File: config.mk
export PLATFORM = sky130hd
export DESIGN_NAME = spr_dev_flat
export DESIGN_NICKNAME = d
export VERILOG_FILES = /design/src/spr_pkg.sv /design/src/spr_link_if.sv /design/src/spr_dev.sv /design/src/flat_wrapper.sv
export SDC_FILE = /design/constraint.sdc
export NUM_CORES = 1
export LEC_CHECK = 0
export BUFFER_PORTS_ARGS = -buffer_cell sky130_fd_sc_hd__buf_2
export CAP_MARGIN = 15
export CORE_AREA = 2 2 88 174
export DETAILED_ROUTE_END_ITERATION = 6
export DIE_AREA = 0 0 90 176
export GPL_TIMING_DRIVEN = 0
export SLEW_MARGIN = 20
export SYNTH_ARGS = -nofsm -noshare
export SYNTH_HDL_FRONTEND = slang
export SYNTH_SLANG_ARGS = --single-unit
File: constraint.sdc
create_clock -name core_clk -period 2.9 [get_ports core_clk]
set_clock_uncertainty 0.1 [all_clocks]
set_input_delay 0.725 -clock core_clk [delete_from_list [all_inputs] [get_ports core_clk]]
set_output_delay 0.725 -clock core_clk [all_outputs]
set_load 0.02 [all_outputs]
File: src/spr_pkg.sv
// shared constants and types for the serial register port
package spr_pkg;

  // ==========================================================
  // word layout
  localparam int          ADDR_W          = 6;
  localparam int          DATA_W          = 16;
  localparam int          CTRL_W          = 8;
  localparam int          CTRL_DIR_POS    = 7;
  localparam int          CTRL_BURST_POS  = 0;
  localparam logic [5:0]  ADDR_LAST       = 6'h3F;
  localparam logic [5:0]  ADDR_FIRST      = 6'h00;
  localparam logic [5:0]  BURST_WRAP_ADDR = 6'h1F;
  localparam logic [4:0]  CTRL_LAST_BIT   = 5'h07;
  localparam logic [4:0]  DATA_LAST_BIT   = 5'h0F;
  localparam logic [4:0]  BIT_CNT_ZERO    = 5'h00;

  // ==========================================================
  // positions inside the device input synchroniser
  localparam int IN_SCLK = 5;
  localparam int IN_CSN  = 4;
  localparam int IN_SDI  = 3;
  localparam int IN_CPOL = 2;
  localparam int IN_CPHA = 1;
  localparam int IN_SWAP = 0;
  localparam logic [5:0] IN_RESET = 6'h10;

  // ==========================================================
  // timing
  localparam int CORE_CLK_MHZ     = 100;
  localparam int REF_CLK_MHZ      = 125;
  localparam int SCLK_MAX_MHZ     = 25;
  localparam int SCLK_SCALED_KHZ  = SCLK_MAX_MHZ * 1000 * CORE_CLK_MHZ / REF_CLK_MHZ;
  localparam int LINK_HALF_NS     = 80;
  localparam int LINK_HALF_CYC    = (LINK_HALF_NS * CORE_CLK_MHZ + 999) / 1000;
  localparam int MIN_HALF_CYC     = 8;
  localparam int MAX_HALF_CYC     = 255;

  // ==========================================================
  // state encodings
  typedef enum logic [3:0] {
    DS_IDLE = 4'h1,
    DS_CTRL = 4'h2,
    DS_WR   = 4'h4,
    DS_RD   = 4'h8
  } spr_dst_t;

  typedef enum logic [2:0] {
    HS_IDLE = 3'h1,
    HS_RUN  = 3'h2,
    HS_TAIL = 3'h4
  } spr_hst_t;

endpackage

File: src/spr_link_if.sv
// serial link between the register port and its bus master
`timescale 1ns/10ps
`default_nettype none
interface spr_link_if;
  logic sclk;
  logic csN;
  logic hostData;
  logic hostDataOe;
  logic serialInLine;
  logic serialOutLine;
  logic serialOutOe;
  logic masterInLine;

  modport dev (
    input  sclk,
    input  csN,
    input  serialInLine,
    output serialOutLine,
    output serialOutOe
  );

  modport host (
    output sclk,
    output csN,
    output hostData,
    output hostDataOe,
    input  masterInLine
  );
endinterface
`default_nettype wire

File: src/spr_dev.sv
// device end: serial slave giving access to 64 registers of 16 bits
`timescale 1ns/10ps
`default_nettype none
// How it works
// [RULE_01] device is slave; master makes every clock
// [RULE_02] data output floats unless shifting read data
// [RULE_03] six address bits, sixteen-bit registers
// [RULE_04] polarity strap picks clock idle level
// [RULE_05] phase strap picks sample and update edges
// [RULE_06] no clock needed while deselected
// [RULE_07] deselect floats output, drops partial transfer
// [RULE_08] select falling edge starts a transaction
// [RULE_09] control word: direction, address, burst bit
// [RULE_10] direction 1 reads; burst 1 bursts
// [RULE_11] data msb first, lsb first when swapped
// [RULE_12] single write lands after last bit
// [RULE_13] single read returns word; then new control
// [RULE_14] burst write stores, then advances address
// [RULE_15] burst address wraps from 1Fh to 00h
// [RULE_16] burst read advances and prefetches next word
// [RULE_17] master ends burst by raising select
// [RULE_18] master avoids ending before latched status
// [RULE_19] early deselect resets the serial logic
// [RULE_20] aborted write leaves register unchanged
// [RULE_21] tied lines: master releases during read data
// [RULE_22] tied lines: deselect between commands
// [RULE_23] serial rate scales with internal clock
// [RULE_24] inputs synchronised; registers seen as strobes
module spr_dev
  import spr_pkg::*;
(
  // clock and reset
  input  wire logic              core_clk,
  input  wire logic              srst,
  input  wire logic              clkEn,
  // straps
  input  wire logic              cpolStrap,
  input  wire logic              cphaStrap,
  input  wire logic              bitOrderReverseStrap,
  // serial link
  spr_link_if.dev                link,
  // register access
  output logic                   regWr,
  output logic                   regRd,
  output logic [ADDR_W-1:0]      regAddr,
  output logic [DATA_W-1:0]      regWrData,
  input  wire logic [DATA_W-1:0] regRdData
);

  // ==========================================================
  // state
  typedef struct packed {
    logic [5:0]        inS1;
    logic [5:0]        inS2;
    logic              sclkD;
    spr_dst_t          st;
    logic [4:0]        bitCnt;
    logic [DATA_W-1:0] rxSr;
    logic [DATA_W-1:0] txSr;
    logic              isRead;
    logic              isBurst;
    logic [ADDR_W-1:0] addr;
    logic              rdPend;
    logic              outData;
    logic              outOe;
    logic              regWr;
    logic              regRd;
    logic [ADDR_W-1:0] regAddr;
    logic [DATA_W-1:0] regWrData;
  } spr_dev_state_t;

  spr_dev_state_t s;
  spr_dev_state_t next_s;

  // ==========================================================
  // decode helpers
  logic              sclkNow;
  logic              cpol;
  logic              cpha;
  logic              swap;
  logic              serial_in_line;
  logic              leadEv;
  logic              trailEv;
  logic              sampleEv;
  logic              shiftEv;
  logic [CTRL_W-1:0] ctrlWord;
  logic [ADDR_W-1:0] addrRaw;
  logic [ADDR_W-1:0] addrRev;
  logic [ADDR_W-1:0] addrInc;
  logic [DATA_W-1:0] rxNext;

  // only the second stage of each synchroniser is read
  assign sclkNow = s.inS2[IN_SCLK]; // RULE_01
  assign cpol    = s.inS2[IN_CPOL];
  assign cpha    = s.inS2[IN_CPHA];
  assign swap    = s.inS2[IN_SWAP];
  assign serial_in_line     = s.inS2[IN_SDI];

  // edges seen against the idle level
  assign leadEv   = (s.sclkD == cpol) && (sclkNow != cpol); // RULE_04
  assign trailEv  = (s.sclkD != cpol) && (sclkNow == cpol); // RULE_04
  assign sampleEv = cpha ? trailEv : leadEv; // RULE_05
  assign shiftEv  = cpha ? leadEv : trailEv; // RULE_05

  assign ctrlWord = {s.rxSr[CTRL_W-2:0], serial_in_line};
  assign addrRaw  = ctrlWord[CTRL_DIR_POS-1:CTRL_BURST_POS+1];

  // address bits arrive reversed under the swap strap
  for (genvar i = 0; i < ADDR_W; i++) begin : g_addr_rev
    assign addrRev[i] = addrRaw[ADDR_W-1-i]; // RULE_09
  end

  // burst pointer folds back after 1Fh
  assign addrInc = (s.addr == BURST_WRAP_ADDR) ? ADDR_FIRST : ADDR_W'(s.addr + 1'b1); // RULE_15

  // data shifts in from the end that goes last
  assign rxNext = swap ? {serial_in_line, s.rxSr[DATA_W-1:1]} : {s.rxSr[DATA_W-2:0], serial_in_line}; // RULE_11

  // ==========================================================
  // next state
  always_comb begin
    next_s        = s;
    next_s.inS1   = {link.sclk, link.csN, link.serialInLine,
                     cpolStrap, cphaStrap, bitOrderReverseStrap}; // RULE_24
    next_s.inS2   = s.inS1; // RULE_24 RULE_23
    next_s.sclkD  = sclkNow;
    next_s.regWr  = 1'b0;
    next_s.regRd  = 1'b0;

    // read data stands only in the cycle after the strobe
    next_s.rdPend = s.regRd; // RULE_24
    if (s.rdPend) begin
      next_s.txSr = regRdData; // RULE_13 RULE_16
    end

    if (s.inS2[IN_CSN]) begin
      // no clock edge is needed to get back to idle
      next_s.st     = DS_IDLE; // RULE_07 RULE_19 RULE_06
      next_s.outOe  = 1'b0; // RULE_07
      next_s.bitCnt = BIT_CNT_ZERO; // RULE_20
    end else begin
      unique case (s.st)
        DS_IDLE: begin
          next_s.st     = DS_CTRL; // RULE_08
          next_s.bitCnt = BIT_CNT_ZERO;
        end
        DS_CTRL: begin
          if (sampleEv) begin
            next_s.rxSr   = {s.rxSr[DATA_W-2:0], serial_in_line};
            next_s.bitCnt = 5'(s.bitCnt + 1'b1);
            if (s.bitCnt == CTRL_LAST_BIT) begin
              next_s.bitCnt  = BIT_CNT_ZERO;
              next_s.isRead  = ctrlWord[CTRL_DIR_POS]; // RULE_10
              next_s.isBurst = ctrlWord[CTRL_BURST_POS]; // RULE_10
              next_s.addr    = swap ? addrRev : addrRaw; // RULE_09 RULE_03
              if (ctrlWord[CTRL_DIR_POS]) begin
                next_s.st      = DS_RD;
                next_s.regRd   = 1'b1; // RULE_13
                next_s.regAddr = swap ? addrRev : addrRaw;
              end else begin
                next_s.st = DS_WR;
              end
            end
          end
        end
        DS_WR: begin
          if (sampleEv) begin
            next_s.rxSr   = rxNext;
            next_s.bitCnt = 5'(s.bitCnt + 1'b1);
            // nothing is stored before the final bit
            if (s.bitCnt == DATA_LAST_BIT) begin
              next_s.bitCnt    = BIT_CNT_ZERO;
              next_s.regWr     = 1'b1; // RULE_12 RULE_20 RULE_24
              next_s.regAddr   = s.addr; // RULE_14
              next_s.regWrData = rxNext;
              if (s.isBurst) begin
                next_s.addr = addrInc; // RULE_14
              end else begin
                next_s.st = DS_CTRL; // RULE_13
              end
            end
          end
        end
        DS_RD: begin
          if (shiftEv) begin
            next_s.outOe   = 1'b1; // RULE_02
            next_s.outData = swap ? s.txSr[0] : s.txSr[DATA_W-1]; // RULE_11
            next_s.txSr    = swap ? {1'b0, s.txSr[DATA_W-1:1]}
                                  : {s.txSr[DATA_W-2:0], 1'b0};
          end
          if (sampleEv) begin
            next_s.bitCnt = 5'(s.bitCnt + 1'b1);
            if (s.bitCnt == DATA_LAST_BIT) begin
              // release as soon as the master has taken the last bit
              next_s.outOe  = 1'b0; // RULE_02
              next_s.bitCnt = BIT_CNT_ZERO;
              if (s.isBurst) begin
                // the prefetch reads the next register even if never sent
                next_s.addr    = addrInc; // RULE_16 RULE_15
                next_s.regRd   = 1'b1; // RULE_16
                next_s.regAddr = addrInc;
              end else begin
                next_s.st = DS_CTRL; // RULE_13
              end
            end
          end
        end
      endcase
    end
  end

  // ==========================================================
  // registers
  always_ff @(posedge core_clk) begin
    if (srst) begin
      s      <= '0;
      s.st   <= DS_IDLE;
      s.inS1 <= IN_RESET;
      s.inS2 <= IN_RESET;
    end else if (clkEn) begin
      s <= next_s;
    end
  end

  // ==========================================================
  // outputs
  assign link.serialOutLine = s.outData;
  assign link.serialOutOe   = s.outOe;
  assign regWr              = s.regWr;
  assign regRd              = s.regRd;
  assign regAddr            = s.regAddr;
  assign regWrData          = s.regWrData;

endmodule
`default_nettype wire

File: src/flat_wrapper.sv
// flat-port wrapper written by rule: the top's interface ports become plain ports
module spr_dev_flat import spr_pkg::*;
  (core_clk, srst, clkEn, cpolStrap, cphaStrap, bitOrderReverseStrap, regWr, regRd, regAddr, regWrData, regRdData, link_sclk, link_csN, link_serialInLine, link_serialOutLine, link_serialOutOe);
  spr_link_if link_i ();
  input  wire logic core_clk;
  input  wire logic srst;
  input  wire logic clkEn;
  input  wire logic cpolStrap;
  input  wire logic cphaStrap;
  input  wire logic bitOrderReverseStrap;
  output logic regWr;
  output logic regRd;
  output logic [ADDR_W-1:0] regAddr;
  output logic [DATA_W-1:0] regWrData;
  input  wire logic [DATA_W-1:0] regRdData;
  input wire logic [$bits(link_i.sclk)-1:0] link_sclk;
  input wire logic [$bits(link_i.csN)-1:0] link_csN;
  input wire logic [$bits(link_i.serialInLine)-1:0] link_serialInLine;
  output wire logic [$bits(link_i.serialOutLine)-1:0] link_serialOutLine;
  output wire logic [$bits(link_i.serialOutOe)-1:0] link_serialOutOe;
  assign link_i.sclk = link_sclk;
  assign link_i.csN = link_csN;
  assign link_i.serialInLine = link_serialInLine;
  assign link_serialOutLine = link_i.serialOutLine;
  assign link_serialOutOe = link_i.serialOutOe;
  spr_dev u_core (.core_clk(core_clk), .srst(srst), .clkEn(clkEn), .cpolStrap(cpolStrap), .cphaStrap(cphaStrap), .bitOrderReverseStrap(bitOrderReverseStrap), .link(link_i), .regWr(regWr), .regRd(regRd), .regAddr(regAddr), .regWrData(regWrData), .regRdData(regRdData));
endmodule
==> reports/summary.txt <==
Critical Path RT -> 3.01 ns
Grt ovf -> 0
WP data arrival -> 2.82 ns
Chip height -> 176 um
Flops & latches, synth -> 88
Unrepaired setup endpoints after global routing -> false
FMAX -> 0.370 GHz
EDFF count, synth -> 0
Worst r2r dst -> u_core.regAddr[2]
Worst slew pin tran -> 0.755 ns
Layout overhead on the synthesized area -> 16.3%
Clock sinks -> 88
Drt initial violations -> 279
Pin count of the biggest net entering global routing -> 16
Tcrit/Tclk final -> 93.3%
Relative slew slack -> 49.7%
Core Util, Final -> 39.8%
Synth Flop Type -> dfxtp_1
Internal -> 2.01 mW
Setup bufs post-CTS -> 0
Switching Fraction -> 22.4%
Most common cell in the netlist -> dfxtp_1
Port bufs -> 48
CTS buffer count -> 9
Number of global-route vias before repair -> 4549
CTS root buf -> clkbuf_16
Seq pwr share -> 47.2%
Share of cells above drive strength 1 -> 24.0%
Worst Hold Launch -> u_core.next_s[81]
Die Width -> 90 um
Number of setup violations in the final report -> 0
Final Hold Viols -> 0
Total Routing Usage GR -> 17.6%
Vias per cell -> 5.36
Area of the multi-input gates -> 2760 um2
Sequential fraction of the synthesis area -> 35.7%
Syn_area_per_cell -> 8.81 um2
Hold slack -> 0.370 ns
Routed Antenna Nets -> 0
H-Tree Depth -> 3
Net Sw Power -> 0.582 mW
Placed cells -> 801
Min-delay worst type -> reg2reg
Setup CP Type -> reg2reg
# nets final -> 649
Clk slew on worst S/H paths -> 0.06 ns
Number of fill cells -> 1520
Worst Reg-to-Reg Cells -> 11
Placement Rows -> 62
Power per cell area -> 451 nW/um2
Syn nets -> 590
DP Area -> 5420 um2
Antenna violations before repair -> 0
Full die area -> 15800 um2
WL final -> 13.7 mm
Max IR drop VDD -> 0.284 mV
Commonest cells post-synth -> dfxtp_1, nor2_1, a21oi_1
Netlist cell types -> 72
Synth warn -> 0
Routed WL per cell -> 16.7 um
Crit end category -> flip-flop
Share of the synthesized area in the top cell type -> 35.7%
Syn Inst Count -> 561
Pins Over Slew Limit -> 0
Post-route setup TNS -> 0 ns
Comb pwr share -> 4.7%
MaxCap Viol Count -> 0
Sequential Area -> 1760 um2
First-pass GRT wire length -> 22.6 mm
Top post-synthesis cells by area -> dfxtp_1, mux2i_1, a21oi_1
CTS tree -> built
Minimum clock period -> 2.70 ns
Critical path peak fanout -> 9
Critical path launch point type -> flip-flop
Hold Path Sink -> u_core.next_s[81]
DR DRC count -> 0
Cell count of the worst hold path -> 2
Ant. Diodes -> 0
Leading area contributor after synthesis -> dfxtp_1
Fin area -> 5750 um2
# IOs -> 51
R2r setup slk -> 0.20 ns
Leak -> 2.01 nW
Clock Latency Late Sink -> 0.35 ns
Final HPWL DP -> 10.5 mm
DR vias -> 4376
Setup ws final -> 0.195 ns
Post-Syn Area -> 4940 um2
FF-to-FF Start -> u_core.s[67]
Ys async rst share -> 0%
Longest Clk Path Bufs -> 2
Initial Util -> 34.2%
Router iterations before antenna repair -> 4
Power Total -> 2.59 mW
Outcome -> finished, final reports clean
Area of the core -> 14400 um2
DP Worst Slack -> 0.0754 ns
Finished Layout Cells -> 816
Clock network fraction of total power -> 48.2%
RD Place Congestion -> 0.862
Hold buffers post-CTS -> 0
==> timing repair <==
action | 4_1_cts | 5_1_grt
gates resized for setup | 0 | 1
endpoints found under the setup margin | 0 | 18
endpoints found under the hold margin | 0 | 0
==> layout by cell type (no fill, tap or decap), types with 15 or more instances in the layout <==
| master | netlist | routed |
|---|---|---|
| nor2_1 | 61 | 61 |
| a21oi_1 | 49 | 49 |
| nand3_1 | 31 | 31 |
| clkbuf_1 | 17 | 17 |
| mux2i_1 | 46 | 46 |
| a311oi_1 | 19 | 19 |
| nor3b_1 | 15 | 15 |
| buf_2 | 9 | 57 |
| dfxtp_1 | 88 | 88 |
| buf_4 | 32 | 32 |
| nand2_1 | 37 | 37 |
==> worst max-delay path by stage <==
stage / startpoint / end / slack [ns] / cells past startpoint
5_1_grt: u_core.s[67] / u_core.regAddr[0] / 0.002 / 11
3_5_place_dp: u_core.s[67] / u_core.regAddr[2] / 0.08 / 11
3_3_place_gp: u_core.s[67] / u_core.regAddr[4] / 0.15 / 11
4_1_cts: u_core.s[67] / u_core.regAddr[2] / 0.07 / 11
2_1_floorplan: u_core.s[67] / u_core.s[32] / 0.63 / 11
6_report: u_core.s[67] / u_core.regAddr[2] / 0.20 / 11
==> cells by family after synthesis <==
family                     count (synthesis)  share of synthesized area [%]
AOI/OAI and AO/OA                        140                           22.3
xor gates and xnor gates                   3                          0.836
adders and majority gates                  4                           1.01
buffers and inverters                     74                           8.61
DFF                                       88                           35.7
muxes                                     50                           10.4
and+or+nand+nor                          202                           21.2
==> routing by layer <==
layer	GRT usage (%)	up-vias	share of wire, %
met5	0	-	0
met4	9.36	0	3.0
met3	2.77	29	3.3
met2	33.9	98	56
met1	18.0	2103	38
li1	-	2146	-
==> critical path: stages (launching register included) <==
cell,delay [ns]
dfxtp_1,0.38
ha_1,0.25
nand3_1,0.13
inv_1,0.08
ha_1,0.28
nand3b_1,0.15
mux2i_4,0.33
o21ai_2,0.13
a21o_1,0.20
buf_6,0.14
nor4_1,0.32
nor3_1,0.08
==> state kept, by name (all words and copies together), names as in the netlist <==
register,count
u_core.link.serialOutLine,1
u_core.cpol,1
u_core.addrRaw,6
u_core.s,45
u_core.regAddr,6
u_core.regRd,1
u_core.next_s,7
u_core.regWr,1
u_core.ctrlWord,2
u_core.regWrData,16
u_core.link.serialOutOe,1
u_core.cpha,1
==> area by class of cell <==
type	instances	area share [%]
inverter	9	0.588
sequential	88	30.6
timing repair buffer	48	4.18
multi-input combinational	399	48.1
clock buffer	9	3.92
clock inverter	6	1.61
tap	192	4.18
buffer	65	6.81
==> power by group through the flow <==
| stage | sequential, mW | clock, mW | combinational [mW] |
|---|---|---|---|
| after global placement | 1.25 | 0 | 0.120 |
| after floorplan | 1.25 | 0 | 0.0780 |
| after global routing | 1.22 | 1.32 | 0.132 |
| after detailed placement | 1.25 | 0 | 0.122 |
| final | 1.22 | 1.25 | 0.121 |
| after CTS | 1.22 | 1.27 | 0.122 |
Power figures use the tool's default switching activity.
